**src/inc/rid_pkg.sv**
```systemverilog
// Overview of operation
// Writing one clears ready interrupt enable
// Writing one stops address event interrupt
// Writing one clears payload interrupt enable
// Writing one clears end interrupt enable
// Writing one clears disabled interrupt enable
// Writing one clears address match enable
// Writing one clears address miss enable
// Writing one clears sample done enable
// Sample done only after sample stored
// Writing one clears bit counter enable
// Bit counter match at compare value
// Writing one clears checksum pass enable
// Writing one clears checksum fail enable
// Enable-set register sets, reads shared enables
// Read shows enables; zero bits unchanged
// Reset zero; interrupt needs event and enable
package rid_pkg;
  localparam int ADDR_W = 12;
  localparam int DATA_W = 32;
  localparam int CMP_W_DEF = 16;
  localparam int SMP_W_DEF = 8;

  localparam logic [11:0] OFS_STATUS = 12'h100;
  localparam logic [11:0] OFS_ENSET = 12'h304;
  localparam logic [11:0] OFS_ENCLR = 12'h308;
  localparam logic [11:0] OFS_SAMPLE = 12'h548;
  localparam logic [11:0] OFS_BCC = 12'h560;

  localparam int BIT_READY = 0;
  localparam int BIT_ADDRESS = 1;
  localparam int BIT_PAYLOAD = 2;
  localparam int BIT_END = 3;
  localparam int BIT_DISABLED = 4;
  localparam int BIT_ADDR_MATCH = 5;
  localparam int BIT_ADDR_MISS = 6;
  localparam int BIT_SAMPLE_DONE = 7;
  localparam int BIT_COUNT_MATCH = 10;
  localparam int BIT_CHECK_PASS = 12;
  localparam int BIT_CHECK_FAIL = 13;

  localparam logic [31:0] ONE_BIT = 32'h0000_0001;
  localparam logic [31:0] GEN_MASK = (ONE_BIT << BIT_SAMPLE_DONE) | (ONE_BIT << BIT_COUNT_MATCH);
  localparam logic [31:0] DIRECT_MASK = (ONE_BIT << BIT_READY) | (ONE_BIT << BIT_ADDRESS)
    | (ONE_BIT << BIT_PAYLOAD) | (ONE_BIT << BIT_END) | (ONE_BIT << BIT_DISABLED)
    | (ONE_BIT << BIT_ADDR_MATCH) | (ONE_BIT << BIT_ADDR_MISS)
    | (ONE_BIT << BIT_CHECK_PASS) | (ONE_BIT << BIT_CHECK_FAIL);
  localparam logic [31:0] EVT_MASK = DIRECT_MASK | GEN_MASK;

  localparam logic [31:0] ENABLE_RST = 32'h0000_0000;
  localparam logic [31:0] STATUS_RST = 32'h0000_0000;
  localparam logic [31:0] BCC_RST = 32'h0000_0000;
  localparam logic [31:0] SAMPLE_RST = 32'h0000_0000;

  localparam logic [1:0] RESP_OKAY = 2'h0;
  localparam logic [1:0] RESP_SLVERR = 2'h2;

  typedef enum logic [2:0] {REG_NONE, REG_STATUS, REG_ENSET, REG_ENCLR, REG_SAMPLE, REG_BCC}
    rid_reg_type;
  typedef enum logic {WR_WAIT, WR_RESP} rid_wr_type;
  typedef enum logic {RD_IDLE, RD_DATA} rid_rd_type;

  function automatic rid_reg_type rid_decode(input logic [11:0] addr);
    rid_reg_type r;
    r = REG_NONE;
    // Low address bits ignored: word access only
    case ({addr[11:2], 2'h0})
      OFS_STATUS: r = REG_STATUS;
      OFS_ENSET: r = REG_ENSET;
      OFS_ENCLR: r = REG_ENCLR;
      OFS_SAMPLE: r = REG_SAMPLE;
      OFS_BCC: r = REG_BCC;
      default: r = REG_NONE;
    endcase
    return r;
  endfunction
endpackage

```
**src/inc/rid_evt_if.sv**
```systemverilog
`timescale 1ns/1ns
interface rid_evt_if #(
  parameter int CMP_W = 16,
  parameter int SMP_W = 8
);
  logic [CMP_W-1:0] bitCompare;
  logic [SMP_W-1:0] sampleValue;
  logic sampleDone;
  logic bitMatch;

  modport gen (
    input bitCompare,
    output sampleValue,
    output sampleDone,
    output bitMatch
  );
  modport core (
    output bitCompare,
    input sampleValue,
    input sampleDone,
    input bitMatch
  );
endinterface

```
**src/design/rid_event_gen.sv**
```systemverilog
`timescale 1ns/1ns
module rid_event_gen #(
  parameter int CMP_W = rid_pkg::CMP_W_DEF,
  parameter int SMP_W = rid_pkg::SMP_W_DEF
) (
  input wire logic mclk,
  input wire logic sys_rst,
  input wire logic sampleStrobe,
  input wire logic [SMP_W-1:0] sampleIn,
  input wire logic bitStrobe,
  input wire logic frameStart,
  rid_evt_if.gen evt
);
  typedef struct packed {
    logic [SMP_W-1:0] sample;
    logic done;
    logic [CMP_W-1:0] count;
    logic matched;
    logic match;
  } rid_gen_type;

  rid_gen_type q;
  rid_gen_type d;
  logic [CMP_W-1:0] nextCount;

  always_comb begin
    d = q;
    nextCount = CMP_W'(q.count + 1'b1);
    // Sample stored at the same edge the done pulse rises
    d.done = sampleStrobe;
    if (sampleStrobe) begin
      d.sample = sampleIn;
    end
    d.match = 1'b0;
    if (frameStart) begin
      d.count = '0;
      d.matched = 1'b0;
    end else if (bitStrobe) begin
      d.count = nextCount;
      // One match per frame even if the counter wraps
      if (nextCount == evt.bitCompare && !q.matched) begin
        d.match = 1'b1;
        d.matched = 1'b1;
      end
    end
  end

  always_ff @(posedge mclk or posedge sys_rst) begin
    if (sys_rst) begin
      q <= '0;
    end else begin
      q <= d;
    end
  end

  assign evt.sampleValue = q.sample;
  assign evt.sampleDone = q.done;
  assign evt.bitMatch = q.match;
endmodule

```
**src/design/rid_top.sv**
```systemverilog
// Chosen here: the AXI4-Lite register port.
`timescale 1ns/1ns
module rid_top #(
  parameter int CMP_W = rid_pkg::CMP_W_DEF,
  parameter int SMP_W = rid_pkg::SMP_W_DEF
) (
  input wire logic mclk,
  input wire logic sys_rst,
  input wire logic [11:0] s_axi_awaddr,
  input wire logic s_axi_awvalid,
  output logic s_axi_awready,
  input wire logic [31:0] s_axi_wdata,
  input wire logic [3:0] s_axi_wstrb,
  input wire logic s_axi_wvalid,
  output logic s_axi_wready,
  output logic [1:0] s_axi_bresp,
  output logic s_axi_bvalid,
  input wire logic s_axi_bready,
  input wire logic [11:0] s_axi_araddr,
  input wire logic s_axi_arvalid,
  output logic s_axi_arready,
  output logic [31:0] s_axi_rdata,
  output logic [1:0] s_axi_rresp,
  output logic s_axi_rvalid,
  input wire logic s_axi_rready,
  input wire logic [31:0] radioEventIn,
  input wire logic sampleStrobe,
  input wire logic [SMP_W-1:0] sampleIn,
  input wire logic bitStrobe,
  output logic irq
);
  typedef struct packed {
    rid_pkg::rid_wr_type wr;
    logic awHave;
    logic wHave;
    logic [11:0] awAddr;
    logic [31:0] wData;
    logic [3:0] wStrb;
    logic [1:0] bResp;
    rid_pkg::rid_rd_type rd;
    logic [31:0] rData;
    logic [1:0] rResp;
    logic [31:0] enable;
    logic [31:0] status;
    logic [CMP_W-1:0] bcc;
  } rid_state_type;

  rid_state_type q;
  rid_state_type d;
  logic [31:0] strbMask;
  logic [31:0] wMask;
  logic [31:0] effMask;
  logic [31:0] evtVec;
  logic [31:0] statusClr;
  logic wrFire;
  rid_pkg::rid_reg_type wrReg;
  rid_pkg::rid_reg_type rdReg;

  rid_evt_if #(.CMP_W(CMP_W), .SMP_W(SMP_W)) evt ();

  rid_event_gen #(.CMP_W(CMP_W), .SMP_W(SMP_W)) u_gen (
    .mclk(mclk),
    .sys_rst(sys_rst),
    .sampleStrobe(sampleStrobe),
    .sampleIn(sampleIn),
    .bitStrobe(bitStrobe),
    .frameStart(radioEventIn[rid_pkg::BIT_ADDRESS]),
    .evt(evt.gen)
  );

  assign evt.bitCompare = q.bcc;

  // Byte lanes of the write data
  for (genvar b = 0; b < 4; b++) begin : g_strb
    assign strbMask[8*b +: 8] = {8{q.wStrb[b]}};
  end

  assign wMask = q.wData & strbMask;
  // Only implemented event bits may change; others read zero
  assign effMask = wMask & rid_pkg::EVT_MASK;
  assign wrFire = (q.wr == rid_pkg::WR_WAIT) && q.awHave && q.wHave;
  assign wrReg = rid_pkg::rid_decode(q.awAddr);
  assign rdReg = rid_pkg::rid_decode(s_axi_araddr);

  // Direct radio events plus the two locally generated ones
  always_comb begin
    evtVec = radioEventIn & rid_pkg::DIRECT_MASK;
    evtVec[rid_pkg::BIT_SAMPLE_DONE] = evt.sampleDone;
    evtVec[rid_pkg::BIT_COUNT_MATCH] = evt.bitMatch;
  end

  assign s_axi_awready = (q.wr == rid_pkg::WR_WAIT) && !q.awHave;
  assign s_axi_wready = (q.wr == rid_pkg::WR_WAIT) && !q.wHave;
  assign s_axi_bvalid = (q.wr == rid_pkg::WR_RESP);
  assign s_axi_bresp = q.bResp;
  assign s_axi_arready = (q.rd == rid_pkg::RD_IDLE);
  assign s_axi_rvalid = (q.rd == rid_pkg::RD_DATA);
  assign s_axi_rdata = q.rData;
  assign s_axi_rresp = q.rResp;
  assign irq = |(q.status & q.enable);

  always_comb begin
    d = q;
    statusClr = '0;

    // Address and data are taken independently, in either order
    if (s_axi_awvalid && s_axi_awready) begin
      d.awHave = 1'b1;
      d.awAddr = s_axi_awaddr;
    end
    if (s_axi_wvalid && s_axi_wready) begin
      d.wHave = 1'b1;
      d.wData = s_axi_wdata;
      d.wStrb = s_axi_wstrb;
    end

    case (q.wr)
      rid_pkg::WR_WAIT: begin
        if (wrFire) begin
          d.awHave = 1'b0;
          d.wHave = 1'b0;
          d.wr = rid_pkg::WR_RESP;
          d.bResp = rid_pkg::RESP_OKAY;
          case (wrReg)
            rid_pkg::REG_STATUS: begin
              statusClr = effMask;
            end
            rid_pkg::REG_ENSET: begin
              d.enable = q.enable | effMask;
            end
            rid_pkg::REG_ENCLR: begin
              // Zero bits leave their enable alone
              d.enable = q.enable & ~effMask;
            end
            rid_pkg::REG_BCC: begin
              d.bcc = (q.bcc & ~wMask[CMP_W-1:0]) | (q.wData[CMP_W-1:0] & wMask[CMP_W-1:0]);
            end
            rid_pkg::REG_SAMPLE: begin
              d.bResp = rid_pkg::RESP_OKAY;
            end
            default: begin
              d.bResp = rid_pkg::RESP_SLVERR;
            end
          endcase
        end
      end
      rid_pkg::WR_RESP: begin
        if (s_axi_bready) begin
          d.wr = rid_pkg::WR_WAIT;
        end
      end
      default: begin
        d.wr = rid_pkg::WR_WAIT;
      end
    endcase

    // A new event beats a clear landing in the same cycle
    d.status = (q.status & ~statusClr) | evtVec;

    case (q.rd)
      rid_pkg::RD_IDLE: begin
        if (s_axi_arvalid) begin
          d.rd = rid_pkg::RD_DATA;
          d.rResp = rid_pkg::RESP_OKAY;
          case (rdReg)
            rid_pkg::REG_STATUS: begin
              d.rData = q.status;
            end
            rid_pkg::REG_ENSET, rid_pkg::REG_ENCLR: begin
              d.rData = q.enable;
            end
            rid_pkg::REG_SAMPLE: begin
              d.rData = rid_pkg::DATA_W'(evt.sampleValue);
            end
            rid_pkg::REG_BCC: begin
              d.rData = rid_pkg::DATA_W'(q.bcc);
            end
            default: begin
              d.rData = '0;
              d.rResp = rid_pkg::RESP_SLVERR;
            end
          endcase
        end
      end
      rid_pkg::RD_DATA: begin
        if (s_axi_rready) begin
          d.rd = rid_pkg::RD_IDLE;
        end
      end
      default: begin
        d.rd = rid_pkg::RD_IDLE;
      end
    endcase
  end

  always_ff @(posedge mclk or posedge sys_rst) begin
    if (sys_rst) begin
      q <= '0;
      q.wr <= rid_pkg::WR_WAIT;
      q.rd <= rid_pkg::RD_IDLE;
      q.enable <= rid_pkg::ENABLE_RST;
      q.status <= rid_pkg::STATUS_RST;
      q.bcc <= CMP_W'(rid_pkg::BCC_RST);
      q.rData <= rid_pkg::SAMPLE_RST;
    end else begin
      q <= d;
    end
  end
endmodule

```
**config.mk**
```make
export PLATFORM = sky130hd
export DESIGN_NAME = rid_top
export DESIGN_NICKNAME = d
export VERILOG_FILES = /design/src/inc/rid_pkg.sv /design/src/inc/rid_evt_if.sv /design/src/design/rid_event_gen.sv /design/src/design/rid_top.sv
export SDC_FILE = /design/constraint.sdc
export NUM_CORES = 1
export LEC_CHECK = 0
export BUFFER_PORTS_ARGS = -buffer_cell sky130_fd_sc_hd__buf_2
export CAP_MARGIN = 20
export CORE_ASPECT_RATIO = 0.6
export CORE_MARGIN = 2
export CORE_UTILIZATION = 49
export CTS_BUF_LIST = sky130_fd_sc_hd__clkbuf_8
export DETAILED_ROUTE_END_ITERATION = 8
export GPL_ROUTABILITY_DRIVEN = 0
export PLACE_DENSITY = 0.75
export SLEW_MARGIN = 10
export SYNTH_ARGS = -nofsm -noshare
export SYNTH_HDL_FRONTEND = slang
export SYNTH_SLANG_ARGS = --single-unit
```
**constraint.sdc**
```tcl
create_clock -name mclk -period 5.8 [get_ports mclk]
set_input_delay 0.29 -clock mclk [delete_from_list [all_inputs] [get_ports mclk]]
set_output_delay 0.29 -clock mclk [all_outputs]
set_load 0.05 [all_outputs]
```
==> key figures <==
Outcome
  – Status: complete, no violations

Clock network
  – Depth of the CTS H-tree: 4
  – CTS tree: yes
  – Clock Pin Slew Worst Setup and Hold Paths: 0.07 ns
  – Post-CTS Resized: 0
  – Clock sink count: 115
  – CTS buffer count: 17
  – Skew-Pair Late Insertion Delay: around 0.44 ns
  – Cts hold-fix bufs: 1
  – Max Buffers Root-to-Sink: 2
  – Clock root cell: clkbuf_8
  – Postcts setup bufs: 0

Timing
  – Min Tclk post-route: 2.267 ns
  – Count of final max-slew check failures: 0
  – RSZ-0062 raised after global routing: false
  – Fin crit share: about two fifths
  – Slew margin rel.: 24.04%
  – Worst-margin pin slew: 1.139 ns
  – Final Skew: roughly 0.0093 ns
  – Final WS setup: ~3.5 ns
  – Hold Fails Final Rpt: 0
  – TNS Setup: 0 ns
  – Endpoints failing setup: 0
  – F_max: 441.2 MHz

Power and ir drop
  – Power Density: 356.9 nW/um2
  – Max VDD drop: about 0.00025 V
  – Leak: 0.003099 uW

Place
  – Port buffer count: just under 90
  – DPL Wire Length: 10060 um
  – Area after DPL: 6097 um2
  – Place WS: around 3.4 ns

Setup path
  – Worst setup EP type: register
  – Worst reg2reg path depth: 7
  – Startpoint types: register
  – Worst path cell trace: ha_1 > nand4_1 > nor2_1 > a21oi_1 > nor3_1 > nand4_1 > o32ai_2
  – RR Startpoint: u_gen.q[2]
  – Worst stage delay on the critical path: 0.51 ns
  – Critical Path AT: 2.62 ns
  – Worst Path Required: 6.15 ns
  – CP bufs+invs: 0
  – Type of the worst setup path: reg2reg
  – FF-to-FF End: u_gen.q[1]
  – R2R setup slack: 3.53 ns
  – Worst-path maximum fanout: 8
  – Largest delay contributor family on the critical path: simple AND/OR/NAND/NOR gates
  – Worst path slowest cell: dfrtp_1
  – Most used cell, CP: nand4_1

Synthesis
  – Yosys reg bits: ~120
  – Post-synthesis sequential area ratio: roughly half
  – Syn Area/Cell: 10.70 um2
  – Unique masters post-synth: 59
  – Synth top area share: 50.25%
  – Yosys top cell by area: dfrtp_1
  – Number of synthesized flops with an enable pin: 0
  – Ys Warns: 0
  – Synthesized cell area: 5727 um2
  – Ys flop type: dfrtp_1
  – Synth Instances: approximately 540
  – Synth top area cells: dfrtp_1, mux2_2, buf_4
  – Ys async rst share: 100.0%

Die
  – Die H: 87.74 um
  – Row count: 30
  – Core Area: about 11000 um2
  – Starting Density: 50.52%
  – Die Wd: 143.6 um
  – DIE AREA: roughly 13000 um2
  – Boundary pin count: around 150

Final layout
  – Layout cells sized above 1: 27.99%
  – Syn-to-layout area delta: 14.03%
  – N_diodes: 0
  – Most frequent cells in the layout: dfrtp_1, buf_2, nand2_1, mux2_2, nor2_1
  – Fin area: 6530 um2
  – Commonest non-fill, non-tap cell in the layout: dfrtp_1
  – Layout net count: about 700

Global routing
  – GRT busiest layer: met2
  – All-layer global routing usage: between 20% and 30%
  – First-pass GRT wire length: 22340 um
  – Initial antenna violation count: 0
  – M3 GR Usage: 8.147%
  – Grt ovf: 0
  – Pin count of the biggest net entering global routing: 59
  – Vias in the first global route: 4311
  – Met1 GRT Util: approximately 34%
  – Grt met2 use: 33.94%

Hold path
  – Hold EP: q[22]
  – HP Class: in2reg
  – Hold Path Origin: radioEventIn[6]
  – Hold-critical path depth: 2

Routing
  – Routed len/inst: 17.85 um
  – Via count of the routed design: 4378
  – Via-to-Cell Ratio: 5.627
  – Routed Antenna Nets: 0
  – First-iteration detailed-routing DRC count: 452
  – Final WL: 13890 um
  – DRT Pass-1 Iters: 5
  – Residual DRC: 0

Flow run
  – Max cap viols: 0
## Yosys cell counts, types with 2 or more instances
library cell    n
mux2_2         40
nand4_1         8
xnor2_1        16
nand3b_1        2
mux2i_1         2
o21ai_1        10
mux2_1          7
o21ai_0        12
xor2_1         15
a21o_1         27
a22oi_1         2
and2_1          4
a21oi_1         9
a22o_1          9
nor2b_1         3
clkbuf_1       12
a222oi_1        4
nor2_1         39
buf_4          36
nand3_1        20
nor4b_1         2
or3_1           4
nor3_1          7
nor3b_1         2
nand2_1        63
dfrtp_1       115
a221oi_1        9
nor4_4          3
inv_1           7
buf_2           7
a41oi_1         2
and3_1          7
nand2b_1        4
## metrics by stage
step / hold slack [ns] / cells / total power (uW) / utilization (%)
2_1_floorplan: 0.3214 / 552 / 1421 / -
3_3_place_gp: 0.4094 / 745 / 1519 / 53.79
3_5_place_dp: 0.4124 / 745 / 1550 / 53.79
4_1_cts: 0.009901 / 778 / 2339 / 57.60
5_1_grt: 0.01558 / 778 / 2436 / 57.60
6_report: 0.02651 / 778 / 2331 / 57.60
## cell families after synthesis
family / after synthesis / share of synthesized area (%)
and+or+nand+nor: 181 / 16.56
other: 1 / 0.06548
muxes: 49 / 9.591
DFF: 115 / 50.25
adders and majority gates: 1 / 0.2184
buffers and inverters: 63 / 6.642
AOI/OAI and AO/OA: 94 / 11.93
xor gates and xnor gates: 31 / 4.741
## metal layers
metal | part of all wire [%] | wire, um
met4 | 1.7 | 232
met1 | 47 | 6583
met2 | 41 | 5744
met3 | 9.6 | 1330
met5 | 0 | 0
## layout make-up
class                           instances  area, um2
Tap cell                              160      200.2
Sequential cell                       115       2878
Clock inverter                         11      133.9
Clock buffer                           21      289.0
Multi-Input combinational cell        374       2540
Inverter                                7      28.78
Fill cell                             955       4806
Timing Repair Buffer                   90      460.4
## power breakdown
group	total [uW]	switching [uW]	internal (uW)	leakage [uW]
Combinational	464	270	194	0.00142
Clock	792	327	465	0.000224
Sequential	1080	137	938	0.00145
Total	2330	733	1600	0.00310
## how the worst max path moves through the flow
stage                         start                          to  depth (start not counted)
finish                   u_gen.q[2]                  u_gen.q[1]                          7
global route             u_gen.q[2]                  u_gen.q[1]                          7
CTS                      u_gen.q[2]                  u_gen.q[1]                          7
detailed placement  s_axi_araddr[7]             s_axi_rdata[12]                          6
global placement    s_axi_araddr[7]             s_axi_rdata[13]                          6
floorplan                   sys_rst  asynchronous set/reset pin                          1
(Power assumes the default switching activity.)
